**src/shared/ovfs_consts.vh**
```
`ifndef OVFS_CONSTS_VH
`define OVFS_CONSTS_VH
// Comparator sync depth
`define OVFS_SYNC_DEPTH 3
// Reset values of the fault latches
`define OVFS_UV_LATCH_RST 1'b0
`define OVFS_OV_LATCH_RST 1'b0
// Power-good reset value
`define OVFS_PG_RST 1'b0
// Comparator vector bit positions
`define OVFS_CMP_UV 0
`define OVFS_CMP_OV 1
`define OVFS_CMP_WIN 2
`define OVFS_CMP_HALF 3
`define OVFS_CMP_SS 4
`define OVFS_CMP_W 5
`endif

```
**src/hw/ovfs_sync.v**
```verilog
`timescale 1ns/10ps
// Three-stage synchroniser with agreement filter on stages two and three
module ovfs_sync #(
   parameter W = 5
) (
   input wire clk_i,
   input wire rst_n_i,
   input wire ce_i,
   input wire [W-1:0] rst_val_i,
   input wire [W-1:0] async_i,
   output reg [W-1:0] level_o
);
   reg [W-1:0] s1_reg;
   reg [W-1:0] s2_reg;
   reg [W-1:0] s3_reg;
   integer k;

   // Shift chain; filtered level follows once stages two and three agree
   always @(posedge clk_i)
   begin
      if (!rst_n_i)
      begin
         s1_reg <= rst_val_i;
         s2_reg <= rst_val_i;
         s3_reg <= rst_val_i;
         level_o <= rst_val_i;
      end
      else if (ce_i)
      begin
         s1_reg <= async_i;
         s2_reg <= s1_reg;
         s3_reg <= s2_reg;
         for (k = 0; k < W; k = k + 1)
            if (s2_reg[k] == s3_reg[k])
               level_o[k] <= s2_reg[k];
      end
   end
endmodule

```
**src/hw/ovfs_supervisor.v**
```verilog
`timescale 1ns/10ps
`include "ovfs_consts.vh"
module ovfs_supervisor (
   input wire clk_i,
   input wire rst_n_i,
   input wire ce_i,
   input wire output_sense_below_uv_i,
   input wire output_sense_above_ov_i,
   input wire output_sense_in_window_i,
   input wire output_sense_above_half_i,
   input wire soft_start_done_i,
   input wire low_side_mask_i,
   input wire pwm_high_side_req_i,
   input wire pwm_low_side_req_i,
   output reg power_good_flag_o,
   output reg high_side_gate_o,
   output reg low_side_gate_o,
   output wire undervoltage_trip_o,
   output wire overvoltage_trip_o,
   output wire sense_bias_en_o
);
   // Low-side ownership states, one-hot
   localparam [2:0] LS_LOOP = 3'h1;
   localparam [2:0] LS_FORCED_ON = 3'h2;
   localparam [2:0] LS_FORCED_OFF = 3'h4;
   // State bit that means protection holds the low side on
   localparam LS_ON_BIT = 1;

   // Raw and filtered comparator levels
   wire [`OVFS_CMP_W-1:0] cmp_raw;
   wire [`OVFS_CMP_W-1:0] cmp_s;
   // Named views of the filtered levels
   wire ss_done;
   wire sense_low;
   wire sense_high;
   wire sense_in_window;
   wire sense_above_half;
   // Fault conditions seen this cycle
   wire uv_now;
   wire ov_now;
   // Loop low-side request after the start-up mask
   wire pwm_ls_masked;
   // Fault latches
   reg uv_latch_reg;
   reg uv_latch_next;
   reg ov_latch_reg;
   reg ov_latch_next;
   // Low-side protection state
   reg [2:0] ls_state_reg;
   reg [2:0] ls_state_next;
   reg ls_on_next;
   // Fault decode for the overrides
   reg fault_any_next;
   reg uv_only_next;
   // Next values of the registered outputs
   reg hs_next;
   reg ls_next;
   reg pg_next;

   // Gate level: UV off, else OV level, else the loop request
   function gate_pick;
      input uv_only;
      input ov_owns;
      input ov_level;
      input pwm_level;
      begin
         if (uv_only)
            gate_pick = 1'b0;
         else if (ov_owns)
            gate_pick = ov_level;
         else
            gate_pick = pwm_level;
      end
   endfunction

   // Comparator and soft-start levels gathered for the synchroniser
   assign cmp_raw = {soft_start_done_i, output_sense_above_half_i,
                     output_sense_in_window_i, output_sense_above_ov_i,
                     output_sense_below_uv_i};

   // Comparator and soft-start status cross into the clock domain
   ovfs_sync #(.W(`OVFS_CMP_W)) ovfs_sync_inst (
      .clk_i(clk_i),
      .rst_n_i(rst_n_i),
      .ce_i(ce_i),
      .rst_val_i({`OVFS_CMP_W{1'b0}}),
      .async_i(cmp_raw),
      .level_o(cmp_s)
   );

   // Named views of the filtered levels
   assign ss_done = cmp_s[`OVFS_CMP_SS];
   assign sense_low = cmp_s[`OVFS_CMP_UV];
   assign sense_high = cmp_s[`OVFS_CMP_OV];
   assign sense_in_window = cmp_s[`OVFS_CMP_WIN];
   assign sense_above_half = cmp_s[`OVFS_CMP_HALF];

   // Bias source always on; open pin floats high to over-voltage
   assign sense_bias_en_o = 1'b1;

   // Under-voltage only counts once soft-start is over
   assign uv_now = sense_low & ss_done;
   // Over-voltage counts at all times, soft-start included
   assign ov_now = sense_high;

   // Start-up mask hides only the loop's low-side request
   assign pwm_ls_masked = pwm_low_side_req_i & ~low_side_mask_i;

   // Latched faults leave the block as status
   assign undervoltage_trip_o = uv_latch_reg;
   assign overvoltage_trip_o = ov_latch_reg;

   // Fault latches; only reset clears them, and reset wins over a set in the same cycle
   always @*
   begin
      uv_latch_next = uv_latch_reg | uv_now;
      ov_latch_next = ov_latch_reg | ov_now;
   end

   // Low-side ownership: loop until OV, then follow half reference
   always @*
   begin
      ls_state_next = ls_state_reg;
      case (ls_state_reg)
         LS_LOOP:
         begin
            if (ov_now)
               ls_state_next = LS_FORCED_ON;
         end
         LS_FORCED_ON:
         begin
            if (~ov_now & ~sense_above_half)
               ls_state_next = LS_FORCED_OFF;
         end
         LS_FORCED_OFF:
         begin
            if (ov_now | sense_above_half)
               ls_state_next = LS_FORCED_ON;
         end
         // Unknown code: take the safe clamp
         default:
            ls_state_next = LS_FORCED_ON;
      endcase
      ls_on_next = ls_state_next[LS_ON_BIT];
   end

   // Fault decode; with both latched, OV keeps low-side control
   always @*
   begin
      fault_any_next = uv_latch_next | ov_latch_next;
      uv_only_next = uv_latch_next & ~ov_latch_next;
   end

   // High side: any latched fault holds it off
   always @*
   begin
      hs_next = gate_pick(uv_only_next, ov_latch_next, 1'b0,
                          pwm_high_side_req_i);
   end

   // Low side: protection may drive it despite the start-up mask
   always @*
   begin
      ls_next = gate_pick(uv_only_next, ov_latch_next, ls_on_next,
                          pwm_ls_masked);
   end

   // Power good: soft-start over, inside window, no latched fault
   always @*
   begin
      pg_next = ss_done & sense_in_window;
      if (fault_any_next)
         pg_next = 1'b0;
   end

   // Fault latches and low-side protection state
   always @(posedge clk_i)
   begin
      if (!rst_n_i)
      begin
         uv_latch_reg <= `OVFS_UV_LATCH_RST;
         ov_latch_reg <= `OVFS_OV_LATCH_RST;
         ls_state_reg <= LS_LOOP;
      end
      else if (ce_i)
      begin
         uv_latch_reg <= uv_latch_next;
         ov_latch_reg <= ov_latch_next;
         ls_state_reg <= ls_state_next;
      end
   end

   // Registered gate outputs
   always @(posedge clk_i)
   begin
      if (!rst_n_i)
      begin
         high_side_gate_o <= 1'b0;
         low_side_gate_o <= 1'b0;
      end
      else if (ce_i)
      begin
         high_side_gate_o <= hs_next;
         low_side_gate_o <= ls_next;
      end
   end

   // Registered power-good flag
   always @(posedge clk_i)
   begin
      if (!rst_n_i)
         power_good_flag_o <= `OVFS_PG_RST;
      else if (ce_i)
         power_good_flag_o <= pg_next;
   end
endmodule

```
**config.mk**
```make
export PLATFORM = sky130hd
export DESIGN_NAME = ovfs_supervisor
export DESIGN_NICKNAME = d
export VERILOG_FILES = /design/src/hw/ovfs_sync.v /design/src/hw/ovfs_supervisor.v
export VERILOG_INCLUDE_DIRS = /design/src /design/src/shared
export SDC_FILE = /design/constraint.sdc
export NUM_CORES = 1
export LEC_CHECK = 0
export BUFFER_PORTS_ARGS = -buffer_cell sky130_fd_sc_hd__buf_4
export CORE_MARGIN = 5
export CORE_UTILIZATION = 50
export CTS_CLUSTER_SIZE = 8
export DETAILED_ROUTE_END_ITERATION = 12
export GPL_TIMING_DRIVEN = 0
export PLACE_DENSITY_LB_ADDON = 0.25
export SYNTH_ARGS = -nofsm -noshare
export SYNTH_HDL_FRONTEND = slang
export SYNTH_HIERARCHICAL = 1
export SYNTH_SLANG_ARGS = --single-unit
export TNS_END_PERCENT = 5
```
**constraint.sdc**
```tcl
create_clock -name clk_i -period 2.23 [get_ports clk_i]
set_input_delay 0 -clock clk_i [delete_from_list [all_inputs] [get_ports clk_i]]
set_output_delay 0 -clock clk_i [all_outputs]
set_load 0.005 [all_outputs]
```
==> flow_summary_export.csv <==
group,metric,value,unit
global_routing,grt_pass1_wl,3732,um
worst_setup_path,cp.arrival,1350,ps
global_routing,antenna_found_initial,0,
timing,hold_slack,95.38,ps
final_layout,fillers,191,
detailed_routing,wirelength,2199,um
worst_setup_path,crit_start,"rst_n_i",
final_layout,multi_input_area,440.4,um2
worst_setup_path,cp.depth,4,
worst_setup_path,cp_num_buf_inv,3,
yosys,synth_area_leaders,"edfxtp_1 49%, dfxtp_1 13%, nand2_1 10%",
timing,setup_viol,0,
clock_network,insertion_delay,320,ps
place,place_inst,159,
timing,finalClockSkew,6.027,ps
worst_setup_path,crit_end,"ovfs_sync_inst/s1_reg[1]",
clock_network,cts_tree,"done",
worst_setup_path,worstPathRequired,2200,ps
clock_network,cts.sinks,28,
clock_network,clock-root-buffer,"clkbuf_4",
timing,post-route-period-util,61.99,%
yosys,synth_cell_type_count,27,
clock_network,post_cts_buffers,0,
power,switching_share,23.92,%
worst_setup_path,startpoint_type,"input pin",
detailed_routing,routed.top_layer,"met4",
die,start_util,50.78,%
timing,tightest_slew,599.6,ps
worst_setup_path,rr_startpoint,"ovfs_sync_inst/level_o[4]",
power,leakage,0.6247,nW
power,intPower,0.7500,mW
final_layout,diodes,0,
final_layout,layout_commonest_cell,"nand2_1",
timing,fmax,723.4,MHz
die,pin_count,17,
final_layout,fin_cells,170,
die,die_width,59.47,um
detailed_routing,drc_errors,0,
global_routing,overflow,0,
status,outcome,"complete, no violations",
yosys,yosysTopAreaCellShare,49.08,%
detailed_routing,met2WireLength,1062,um
timing,hold_viol,0,
detailed_routing,dr.pass1.iters,5,
timing,max_slew_margin,59.93,%
power,peakVddDrop,0.4607,mV
clock_network,numCtsBuffers,3,
detailed_routing,vias,888,
yosys,ys_warn_count,6,
place,numPortBuffers,15,
final_layout,seq_area,760.7,um2
worst_setup_path,crit_type,"input pin to flip-flop",
detailed_routing,viasPerCell,5.224,
yosys,yosys.area.top_type,"edfxtp_1",
die,core_area,2410,um2
clock_network,cts.reportedPaths.clkPinSlew,140,ps
yosys,ys_ff_latch,28,
worst_setup_path,r2r_cells,3,
detailed_routing,dr_wl_met3,119,um
clock_network,htreeDepth,1,
detailed_routing,drtIter0Drc,37,
worst_setup_path,ff2ff_setup_slack,940,ps
worst_setup_path,crit_chain,"dlygate4sd3_1 > buf_4 > buf_4 > nand2_1",
worst_setup_path,cp_slowest_stage_delay,530,ps
global_routing,grt_pass1_vias,877,
worst_setup_path,cpMostUsedCell,"buf_4",
job,drv_cap,0,
final_layout,drive_gt1_share,17.14,%
global_routing,grt_usage,14.16,%
place,gp_congestion,0.8077,
timing,timing.setup.tns,0,ps
yosys,syn_area,1224,um2
power,power.switching,0.2358,mW
worst_setup_path,slowest_stage,"dlygate4sd3_1",
clock_network,clk_path_buf_depth,2,
power,combinationalPowerShare,13.5,%
detailed_routing,drt-met1-wl,965,um
die,rows,18,
timing,slew_viol_final,0,
timing,fin_crit,1382,ps
global_routing,grt_max_degree,17,
power,power_density,661.0,nW/um2
final_layout,layout_common_cells,"33 x nand2_1, 20 x edfxtp_1, 18 x buf_4, 8 x dfxtp_1, 8 x dlygate4sd3_1",
power,p_clk_share,20.1,%
detailed_routing,wire_per_inst,12.94,um
worst_setup_path,critical-path-top-delay-family,"buffers and inverters",
detailed_routing,antenna_left,0,
die,fp.dieH,59.47,um
worst_setup_path,critPathCaptureType,"flip-flop",
power,seqPwrFrac,66.3,%
timing,rsz0062_at_grt,"false",
die,dieArea,3537,um2
final_layout,area_growth_syn_to_layout,21.88,%
yosys,avgSynthCellArea,11.12,um2
place,dp_hpwl,1550,um
yosys,synthCells,110,
yosys,ys_seq_area_share,62.17,%
final_layout,final_nets,153,
worst_setup_path,timing.rr.end,"low_side_gate_o",
worst_setup_path,cp_max_fo,16,
min_path,min_path_type,"input pin to flip-flop",
-- worst min-delay path by stage --
stage,start,to,slack (ps),cells past startpoint
2_1_floorplan,rst_n_i,ls_state_reg[0],60,1
3_3_place_gp,rst_n_i,ls_state_reg[0],270,2
3_5_place_dp,rst_n_i,ls_state_reg[0],270,2
4_1_cts,pwm_low_side_req_i,low_side_gate_o,80,3
5_1_grt,pwm_low_side_req_i,low_side_gate_o,100,3
6_report,pwm_low_side_req_i,low_side_gate_o,100,3
-- synthesized netlist by cell type (all sizes together) --
master  number
o21ai        7
a311oi       1
nand2b       5
a211oi       1
buf          3
inv          4
nand4        1
nor3b        2
a21boi       2
nand2       33
a21oi        1
nand3        1
xor2         5
dfxtp        8
edfxtp      20
nor4         1
conb         2
nor2b        4
a32oi        1
a311o        1
nor3         1
o221a        2
nor4b        3
a31oi        1
-- kinds of logic after synthesis --
| group | after synthesis | share of synthesized area, % |
|---|---|---|
| simple gates | 51 | 20.86 |
| compound gates | 17 | 9.713 |
| buf+inv | 7 | 3.067 |
| xor+xnor | 5 | 3.579 |
| other cells | 2 | 0.6137 |
| flops | 28 | 62.17 |
-- tightest hold or removal path, delay by kind of cell --
family / cells / cell delay [ps]
AO/OA/AOI/OAI: 2 / 310
buffers and inverters: 1 / 80
-- power groups by stage --
stage / registers, mW / clock network [mW] / logic, mW
CTS: 0.653 / 0.206 / 0.134
floorplan: 0.657 / 0 / 0.0775
detailed placement: 0.666 / 0 / 0.122
global route: 0.661 / 0.222 / 0.151
finish: 0.654 / 0.199 / 0.133
global placement: 0.661 / 0 / 0.115
-- metrics by stage --
stage / power, mW / instance area (um2) / utilization, % / worst slack, ps
CTS: 0.9927 / 1491 / 61.89 / 831.7
detailed placement: 0.7873 / 1389 / 57.63 / 988.6
global placement: 0.7758 / 1389 / 57.63 / 1013
finish: 0.9858 / 1491 / 61.89 / 847.7
floorplan: 0.7342 / 1239 / - / 1121
global route: 1.034 / 1491 / 61.89 / 764.5
-- metal layers --
layer | vias up | track usage (%)
met5 | - | 0
met4 | 0 | 8.738
met3 | 6 | 2.397
met2 | 25 | 24.18
met1 | 414 | 16.30
li1 | 443 | -
-- area by class of cell --
cell class	instances	area share (%)
Buffer	3	1.510
Sequential cell	28	51.01
Timing Repair Buffer	23	12.92
Clock buffer	3	1.510
Inverter	4	1.007
Tap cell	30	2.517
Multi-Input combinational cell	79	29.53
-- repair_timing --
| action | CTS | global route |
|---|---|---|
| endpoints found under the setup margin | 0 | 0 |
| gates resized for setup | 0 | 0 |
| hold buffers | 8 | 0 |
| hold endpoints to repair | 9 | 0 |
Power figures use the tool's default switching activity.
